--- src/hdl/balu_regs.svh ---
`ifndef BALU_REGS_SVH
`define BALU_REGS_SVH

// instruction lengths in bytes
`define BALU_LEN_ONE 2'h1
`define BALU_LEN_TWO 2'h2
`define BALU_LEN_THREE 2'h3

// execution times in machine cycles
`define BALU_CYC_ONE 3'h1
`define BALU_CYC_TWO 3'h2
`define BALU_CYC_FOUR 3'h4

// reset values
`define BALU_ACC_RST 8'h00
`define BALU_B_RST 8'h00
`define BALU_DATA_POINTER_RST 16'h0000

// flag bit positions in the status byte
`define BALU_FLAG_CY 7
`define BALU_FLAG_AC 6
`define BALU_FLAG_OV 2

`endif

--- src/hdl/balu_pkg.sv ---
`default_nettype none
package balu_pkg;

  // operation selected by the decoder
  typedef enum logic [3:0] {
    BALU_OP_ADD = 4'h0,
    BALU_OP_SUM_WITH_CARRY_IN = 4'h1,
    BALU_OP_SUBTRACT_WITH_BORROW = 4'h2,
    BALU_OP_INC = 4'h3,
    BALU_OP_STEPDN = 4'h4,
    BALU_OP_INCPTR = 4'h5,
    BALU_OP_PROD = 4'h6,
    BALU_OP_DIVIDE = 4'h7,
    BALU_OP_BCD = 4'h8,
    BALU_OP_AND = 4'h9,
    BALU_OP_OR = 4'hA,
    BALU_OP_XOR = 4'hB
  } balu_op_type;

  // where the second operand comes from
  typedef enum logic [2:0] {
    BALU_SRC_BANK = 3'h0,
    BALU_SRC_DIRECT = 3'h1,
    BALU_SRC_INDIRECT = 3'h2,
    BALU_SRC_IMM = 3'h3,
    BALU_SRC_ACC = 3'h4
  } balu_src_type;

  // where the result goes
  typedef enum logic [1:0] {
    BALU_DST_ACC = 2'h0,
    BALU_DST_OPERAND = 2'h1,
    BALU_DST_PTR = 2'h2
  } balu_dst_type;

  // execution sequencer
  typedef enum logic [0:0] {
    BALU_ST_IDLE = 1'b0,
    BALU_ST_BUSY = 1'b1
  } balu_state_type;

endpackage
`default_nettype wire

--- src/hdl/balu_core.sv ---
`timescale 1ns/1ps
`default_nettype none
`include "balu_regs.svh"

// Behaviour
// - add operand into accumulator in one cycle; reg/indirect 1 byte, direct/imm 2
// - add operand plus carry into accumulator in one cycle; same byte lengths
// - subtract operand and borrow from accumulator in one cycle; reg 1, direct 2 bytes
// - increment accumulator or operand in one cycle; direct form 2 bytes, others 1
// - decrement accumulator or operand in one cycle; direct form 2 bytes, others 1
// - multiply accumulator by B, one byte, four cycles
// - divide accumulator by B, one byte, four cycles
// - decimal-adjust accumulator after addition, one byte, one cycle
// - AND operand into accumulator in one cycle; reg/indirect 1, direct/imm 2 bytes
// - AND into direct byte: acc form 2 bytes/1 cycle, immediate 3 bytes/2 cycles
// - OR operand into accumulator in one cycle; reg/indirect 1, direct/imm 2 bytes
// - OR into direct byte: acc form 2 bytes/1 cycle, immediate 3 bytes/2 cycles
// - XOR bank register into accumulator, one byte, one cycle
module balu_core (
  // clock and reset
  input wire logic mclk,
  input wire logic rst_b,
  // instruction issue
  input wire logic issueValid,
  output logic issueReady,
  input wire balu_pkg::balu_op_type issueOp,
  input wire balu_pkg::balu_src_type issueSrc,
  input wire balu_pkg::balu_dst_type issueDst,
  input wire logic [7:0] operandByte,
  input wire logic [7:0] immByte,
  // completion
  output logic doneValid,
  output logic [1:0] doneLength,
  output logic [2:0] doneCycles,
  output logic resultWrite,
  output logic [7:0] resultByte,
  // architectural state
  output logic [7:0] accOut,
  output logic [7:0] bRegOut,
  output logic [15:0] dataPointerOut,
  output logic carryOut,
  output logic auxCarryOut,
  output logic overflowOut
);

  // ***********************************
  // state registers
  // ***********************************
  balu_pkg::balu_state_type state_r, state_nxt;
  balu_pkg::balu_op_type op_r, op_nxt;
  balu_pkg::balu_src_type src_r, src_nxt;
  balu_pkg::balu_dst_type dst_r, dst_nxt;
  logic [7:0] opnd_r, opnd_nxt;
  logic [7:0] imm_r, imm_nxt;
  logic [2:0] cnt_r, cnt_nxt;
  logic [2:0] need_r, need_nxt;
  logic [1:0] len_r, len_nxt;
  logic [7:0] acc_r, acc_nxt;
  logic [7:0] b_r, b_nxt;
  logic [15:0] ptr_r, ptr_nxt;
  logic cy_r, cy_nxt;
  logic ac_r, ac_nxt;
  logic ov_r, ov_nxt;
  logic done_r, done_nxt;
  logic wr_r, wr_nxt;
  logic [7:0] res_r, res_nxt;

  // ***********************************
  // datapath helpers
  // ***********************************
  logic [7:0] srcVal;
  logic [8:0] sum9;
  logic [4:0] sumLo;
  logic [8:0] dif9;
  logic [4:0] difLo;
  logic [15:0] prod16;
  logic [7:0] quot;
  logic [7:0] remd;
  logic [8:0] bcdAdj;
  logic [7:0] opndSel;
  logic addCin;

  // operand mux: acc-as-source feeds the logic ops into a direct byte
  always_comb begin
    case (src_r)
      balu_pkg::BALU_SRC_IMM: srcVal = imm_r;
      balu_pkg::BALU_SRC_ACC: srcVal = acc_r;
      default: srcVal = opnd_r;
    endcase
    // immediate logic into a direct byte combines with the stored byte
    opndSel = (dst_r == balu_pkg::BALU_DST_OPERAND) ? opnd_r : acc_r;
    addCin = (op_r == balu_pkg::BALU_OP_SUM_WITH_CARRY_IN) && cy_r;
    sum9 = {1'b0, acc_r} + {1'b0, srcVal} + {8'h00, addCin};
    sumLo = {1'b0, acc_r[3:0]} + {1'b0, srcVal[3:0]} + {4'h0, addCin};
    dif9 = {1'b0, acc_r} - {1'b0, srcVal} - {8'h00, cy_r};
    difLo = {1'b0, acc_r[3:0]} - {1'b0, srcVal[3:0]} - {4'h0, cy_r};
    prod16 = acc_r * b_r;
    // divide by zero leaves quotient and remainder undefined; zero them
    quot = (b_r == 8'h00) ? 8'h00 : acc_r / b_r;
    remd = (b_r == 8'h00) ? 8'h00 : acc_r % b_r;
    bcdAdj = {1'b0, acc_r};
    if (ac_r || (acc_r[3:0] > 4'h9)) begin
      bcdAdj = bcdAdj + 9'h006;
    end
    if (cy_r || bcdAdj[8] || (bcdAdj[7:4] > 4'h9)) begin
      bcdAdj = bcdAdj + 9'h060;
    end
  end

  // handshake: one instruction in flight, accepted only when idle
  assign issueReady = (state_r == balu_pkg::BALU_ST_IDLE);

  // ***********************************
  // sequencer and execute
  // ***********************************
  always_comb begin
    state_nxt = state_r;
    op_nxt = op_r;
    src_nxt = src_r;
    dst_nxt = dst_r;
    opnd_nxt = opnd_r;
    imm_nxt = imm_r;
    cnt_nxt = cnt_r;
    need_nxt = need_r;
    len_nxt = len_r;
    acc_nxt = acc_r;
    b_nxt = b_r;
    ptr_nxt = ptr_r;
    cy_nxt = cy_r;
    ac_nxt = ac_r;
    ov_nxt = ov_r;
    done_nxt = 1'b0;
    wr_nxt = 1'b0;
    res_nxt = res_r;
    case (state_r)
      balu_pkg::BALU_ST_IDLE: begin
        if (issueValid) begin
          state_nxt = balu_pkg::BALU_ST_BUSY;
          op_nxt = issueOp;
          src_nxt = issueSrc;
          dst_nxt = issueDst;
          opnd_nxt = operandByte;
          imm_nxt = immByte;
          cnt_nxt = 3'h1;
          // length: direct/immediate take a second byte
          len_nxt = (issueSrc == balu_pkg::BALU_SRC_DIRECT ||
                     issueSrc == balu_pkg::BALU_SRC_IMM) ? `BALU_LEN_TWO : `BALU_LEN_ONE;
          if (issueDst == balu_pkg::BALU_DST_OPERAND && issueSrc != balu_pkg::BALU_SRC_BANK &&
              issueSrc != balu_pkg::BALU_SRC_INDIRECT) begin
            len_nxt = (issueSrc == balu_pkg::BALU_SRC_IMM) ? `BALU_LEN_THREE : `BALU_LEN_TWO;
          end
          need_nxt = `BALU_CYC_ONE;
          case (issueOp)
            balu_pkg::BALU_OP_INCPTR: need_nxt = `BALU_CYC_TWO;
            balu_pkg::BALU_OP_PROD, balu_pkg::BALU_OP_DIVIDE: begin
              need_nxt = `BALU_CYC_FOUR;
              // core hands B over on the operand lane; without this B could never leave zero
              b_nxt = operandByte;
            end
            default: begin
              if (issueDst == balu_pkg::BALU_DST_OPERAND && issueSrc == balu_pkg::BALU_SRC_IMM) begin
                need_nxt = `BALU_CYC_TWO;
              end
            end
          endcase
          if (issueOp == balu_pkg::BALU_OP_INCPTR || issueOp == balu_pkg::BALU_OP_PROD ||
              issueOp == balu_pkg::BALU_OP_DIVIDE || issueOp == balu_pkg::BALU_OP_BCD) begin
            len_nxt = `BALU_LEN_ONE;
          end
        end
      end
      balu_pkg::BALU_ST_BUSY: begin
        if (cnt_r != need_r) begin
          cnt_nxt = cnt_r + 3'h1;
        end else begin
          state_nxt = balu_pkg::BALU_ST_IDLE;
          done_nxt = 1'b1;
          case (op_r)
            balu_pkg::BALU_OP_ADD, balu_pkg::BALU_OP_SUM_WITH_CARRY_IN: begin
              acc_nxt = sum9[7:0];
              cy_nxt = sum9[8];
              ac_nxt = sumLo[4];
              ov_nxt = (acc_r[7] == srcVal[7]) && (sum9[7] != acc_r[7]);
            end
            balu_pkg::BALU_OP_SUBTRACT_WITH_BORROW: begin
              acc_nxt = dif9[7:0];
              cy_nxt = dif9[8];
              ac_nxt = difLo[4];
              ov_nxt = (acc_r[7] != srcVal[7]) && (dif9[7] != acc_r[7]);
            end
            balu_pkg::BALU_OP_INC, balu_pkg::BALU_OP_STEPDN: begin
              // target is acc when source is acc, whatever dst is, else the operand
              if (src_r == balu_pkg::BALU_SRC_ACC) begin
                acc_nxt = (op_r == balu_pkg::BALU_OP_INC) ? acc_r + 8'h01 : acc_r - 8'h01;
              end else begin
                wr_nxt = 1'b1;
                res_nxt = (op_r == balu_pkg::BALU_OP_INC) ? opnd_r + 8'h01 : opnd_r - 8'h01;
              end
            end
            balu_pkg::BALU_OP_INCPTR: ptr_nxt = ptr_r + 16'h0001;
            balu_pkg::BALU_OP_PROD: begin
              acc_nxt = prod16[7:0];
              b_nxt = prod16[15:8];
              cy_nxt = 1'b0;
              ov_nxt = (prod16[15:8] != 8'h00);
            end
            balu_pkg::BALU_OP_DIVIDE: begin
              acc_nxt = quot;
              b_nxt = remd;
              cy_nxt = 1'b0;
              ov_nxt = (b_r == 8'h00);
            end
            balu_pkg::BALU_OP_BCD: begin
              acc_nxt = bcdAdj[7:0];
              cy_nxt = cy_r | bcdAdj[8];
            end
            balu_pkg::BALU_OP_AND, balu_pkg::BALU_OP_OR, balu_pkg::BALU_OP_XOR: begin
              // carry untouched on all logic ops
              if (op_r == balu_pkg::BALU_OP_AND) begin
                res_nxt = opndSel & srcVal;
              end else if (op_r == balu_pkg::BALU_OP_OR) begin
                res_nxt = opndSel | srcVal;
              end else begin
                res_nxt = opndSel ^ srcVal;
              end
              if (dst_r == balu_pkg::BALU_DST_OPERAND) begin
                wr_nxt = 1'b1;
              end else begin
                acc_nxt = (op_r == balu_pkg::BALU_OP_AND) ? (acc_r & srcVal) :
                          (op_r == balu_pkg::BALU_OP_OR) ? (acc_r | srcVal) : (acc_r ^ srcVal);
              end
            end
            default: ;
          endcase
        end
      end
      default: state_nxt = balu_pkg::BALU_ST_IDLE;
    endcase
  end

  // register everything; no enable, every edge
  always_ff @(posedge mclk or negedge rst_b) begin
    if (!rst_b) begin
      state_r <= balu_pkg::BALU_ST_IDLE;
      op_r <= balu_pkg::BALU_OP_ADD;
      src_r <= balu_pkg::BALU_SRC_BANK;
      dst_r <= balu_pkg::BALU_DST_ACC;
      opnd_r <= 8'h00;
      imm_r <= 8'h00;
      cnt_r <= 3'h0;
      need_r <= 3'h0;
      len_r <= 2'h0;
      acc_r <= `BALU_ACC_RST;
      b_r <= `BALU_B_RST;
      ptr_r <= `BALU_DATA_POINTER_RST;
      cy_r <= 1'b0;
      ac_r <= 1'b0;
      ov_r <= 1'b0;
      done_r <= 1'b0;
      wr_r <= 1'b0;
      res_r <= 8'h00;
    end else begin
      state_r <= state_nxt;
      op_r <= op_nxt;
      src_r <= src_nxt;
      dst_r <= dst_nxt;
      opnd_r <= opnd_nxt;
      imm_r <= imm_nxt;
      cnt_r <= cnt_nxt;
      need_r <= need_nxt;
      len_r <= len_nxt;
      acc_r <= acc_nxt;
      b_r <= b_nxt;
      ptr_r <= ptr_nxt;
      cy_r <= cy_nxt;
      ac_r <= ac_nxt;
      ov_r <= ov_nxt;
      done_r <= done_nxt;
      wr_r <= wr_nxt;
      res_r <= res_nxt;
    end
  end

  // outputs straight from flip-flops
  assign doneValid = done_r;
  assign doneLength = len_r;
  assign doneCycles = need_r;
  assign resultWrite = wr_r;
  assign resultByte = res_r;
  assign accOut = acc_r;
  assign bRegOut = b_r;
  assign dataPointerOut = ptr_r;
  assign carryOut = cy_r;
  assign auxCarryOut = ac_r;
  assign overflowOut = ov_r;

endmodule

`default_nettype wire

--- config.mk ---
export PLATFORM = sky130hd
export DESIGN_NAME = balu_core
export DESIGN_NICKNAME = d
export VERILOG_FILES = /design/src/hdl/balu_pkg.sv /design/src/hdl/balu_core.sv
export VERILOG_INCLUDE_DIRS = /design/src /design/src/hdl
export SDC_FILE = /design/constraint.sdc
export NUM_CORES = 1
export LEC_CHECK = 0
export ABC_AREA = 1
export BUFFER_PORTS_ARGS = -buffer_cell sky130_fd_sc_hd__buf_4
export CAP_MARGIN = 20
export CORE_MARGIN = 8
export CORE_UTILIZATION = 51
export CTS_CLUSTER_DIAMETER = 100
export DETAILED_ROUTE_END_ITERATION = 8
export GPL_ROUTABILITY_DRIVEN = 1
export PLACE_DENSITY = 0.66
export SLEW_MARGIN = 20
export SYNTH_ARGS = -nofsm -noshare
export SYNTH_HDL_FRONTEND = slang
export SYNTH_SLANG_ARGS = --single-unit
export TNS_END_PERCENT = 1
--- constraint.sdc ---
create_clock -name mclk -period 12.3 [get_ports mclk]
set_input_delay 2.46 -clock mclk [delete_from_list [all_inputs] [get_ports mclk]]
set_output_delay 2.46 -clock mclk [all_outputs]
set_load 0.05 [all_outputs]
==> reports/qor.txt <==
Outcome - completed
CORE AREA - 20230 um2
Ports - 79
CTS tree - yes
Number of synthesized register bits - 79
Initial antenna violation count - 0
Worst clock skew - 13.91 ps
Final antenna-violating net count - 0
Synth cell types - 52
Post-CTS Resized - 0
Antenna Cells - 0
Sequential share of the synthesized area - 0.1885
Width of the die - 159.4 um
Row count - 52
Final estimated routing congestion in global placement - 0.9366
Post-synth EDFFs - 0
Deepest level of the CTS H-tree - 3
Die ar. - 25410 um2
Layout filler cell count - 2003
Post-Route WL - 30.57 mm
GR Util met3 - 0.03490
Vias in the first global route - 9639
Synth Area per Inst - 7.001 um2
Routed WL per cell - 16.64 um
Slew Viols, Final - 0
Levels on crit path - 62
Ys Warns - 0
GR Util All Layers - 0.2421
Hold_buf cts - 0
Area Overhead vs Synth - 11.57%
Tcrit/Tclk final - 0.8827
Met2 GRT Util - 0.3803
Later-pin clock latency in the skew report - 350 ps
DRC - 0
Critical path data arrival time - 11140 ps
Initial DRC count - 700
GRT met1 Usage - 0.3338
Clock transition at path regs - 70 ps
Synthesized area - 10490 um2
Total global routing overflow - 0
Initial Utilization - 0.5183
First-pass GRT wire length - 50.23 mm
Unrepaired setup endpoints after global routing - false
Fmax - 0.09211 GHz
Synth async-reset ratio - 1.000
Port bufs - 78
Final HPWL DP - 24.26 mm
Main synth FF type - dfrtp_1
Placed insts - 1820
Share of cells above drive strength 1 - 0.1110
Crit Path Max Fanout - 13
Clk Tree Root Cell - clkbuf_16
Post-route non-filler standard cell count - 1837
Worst EP required - 12580 ps
Cell count after synthesis - 1498
Final setup violation count - 0
Syn Nets - 1708
Crit path kind - flip-flop to flip-flop
Net count, final - 1772
Largest net degree at the start of global routing - 53
TNS Setup - 0 ps
Worst hold path depth - 1
Slew HR - 0.3698
Slowest cell delay on critical path - 640 ps
Die height - 159.4 um
Most frequent cells in the layout - nand2_1, inv_1, ha_1
Vias per cell - 5.377
Worst r2r path cells - 62
Post CTS Setup Buffer Count - 0
Max Cap Viol - 0
GRT busiest layer - met2
Clock buffer depth - 2
Via count - 9878
Worst-Margin Slew - 943.0 ps
Most common cell after layout, fill and taps aside - nand2_1
Clock period minus worst slack - 10860 ps
Worst path top cell family by delay - simple AND/OR/NAND/NOR gates
Layout Utilization - 0.5783
Hold WC Path Type - flip-flop to flip-flop
Num CTS Buffers - 9
Sink Count - 79
Final hold vios - 0
Worst path slowest cell - dfrtp_1
Number of detailed-routing iterations run before antenna repair - 5
CP Launch Type - flip-flop
CP Capture Type - flip-flop
CP Buf/Inv Count - 7
Worst path most repeated cell - nand2_1
-- worst register-to-register path: cells and delay by family (launching register included) --
kind,cells,cell delay [ps]
adders and majority gates,8,2490
buffers and inverters,7,1200
AOI/OAI and AO/OA,16,2770
DFF,1,640
and+or+nand+nor,31,3670
-- cells by family after synthesis --
group | after synthesis | share of synthesized area
and+or+nand+nor | 605 | 0.2552
buffers and inverters | 303 | 0.1099
AOI/OAI and AO/OA | 271 | 0.1491
adders and majority gates | 182 | 0.2479
DFF | 79 | 0.1885
xor gates and xnor gates | 57 | 0.04832
muxes | 1 | 0.001074
-- layer usage --
layer / up-vias / share of wire
li1: 4954 / -
met1: 4595 / 0.47
met2: 269 / 0.45
met3: 60 / 0.051
met4: 0 / 0.030
met5: - / 0
-- worst paths after layout --
| check | to | slack [ps] | startpoint |
|---|---|---|---|
| worst max-delay path | bRegOut[5] | 1440 | bRegOut[0] |
| worst min-delay path | dataPointerOut[15] | 470 | dataPointerOut[15] |
| worst max register to register | bRegOut[5] | 1440 | bRegOut[0] |
| worst min register to register | dataPointerOut[15] | 470 | dataPointerOut[15] |
| max in group asynchronous | cnt_r[1] | 9240 | rst_b |
| min in group asynchronous | accOut[6] | 2040 | rst_b |
-- metrics by stage --
step / setup WS (ps) / instance area (um2) / hold WS (ps)
after detailed placement: 1775 / 11340 / 464.7
after global placement: 2102 / 11340 / 463.7
after global routing: 202.8 / 11700 / 506.1
after CTS: 1661 / 11670 / 478.5
after floorplan: 2886 / 10490 / 453.0
final: 1443 / 11700 / 470.8
-- flip-flops by register name, summed over array words and instances, names as in the netlist --
register,count
src_r,3
cnt_r,3
dataPointerOut,16
state_r,1
opnd_r,8
bRegOut,8
op_r,4
overflowOut,1
resultByte,8
doneValid,1
resultWrite,1
carryOut,1
imm_r,8
auxCarryOut,1
doneCycles,3
dst_r,2
doneLength,2
accOut,8
-- layout make-up --
class,count,area [um2],area share
clock buffers,9,225.2,0.01925
well taps,270,337.8,0.02887
flip-flops and latches,79,1977,0.1689
multi-input cells,1116,7358,0.6289
inverters,266,998.5,0.08533
repair buffers,90,695.7,0.05945
clock inverters,7,108.9,0.009303
-- Yosys cell counts, types with 9 or more instances --
cell type,count,area share
a21oi_1,84,0.040
buf_2,9,0.0043
clkbuf_1,27,0.0097
dfrtp_1,79,0.19
fa_1,43,0.082
ha_1,139,0.17
inv_1,241,0.086
inv_2,21,0.0075
nand2_1,353,0.13
nand3_1,81,0.039
nand4_1,13,0.0078
nor2_1,89,0.032
nor2_2,12,0.0072
nor3_1,12,0.0057
o211ai_1,15,0.011
o21ai_0,90,0.043
o21ai_1,18,0.0086
o21bai_1,16,0.011
o22ai_1,15,0.0089
or2_2,11,0.0066
xnor2_1,20,0.017
xor2_1,36,0.030
Power is not shown: default switching activity piles up to over one toggle a cycle in this logic, so the estimate is an artifact.
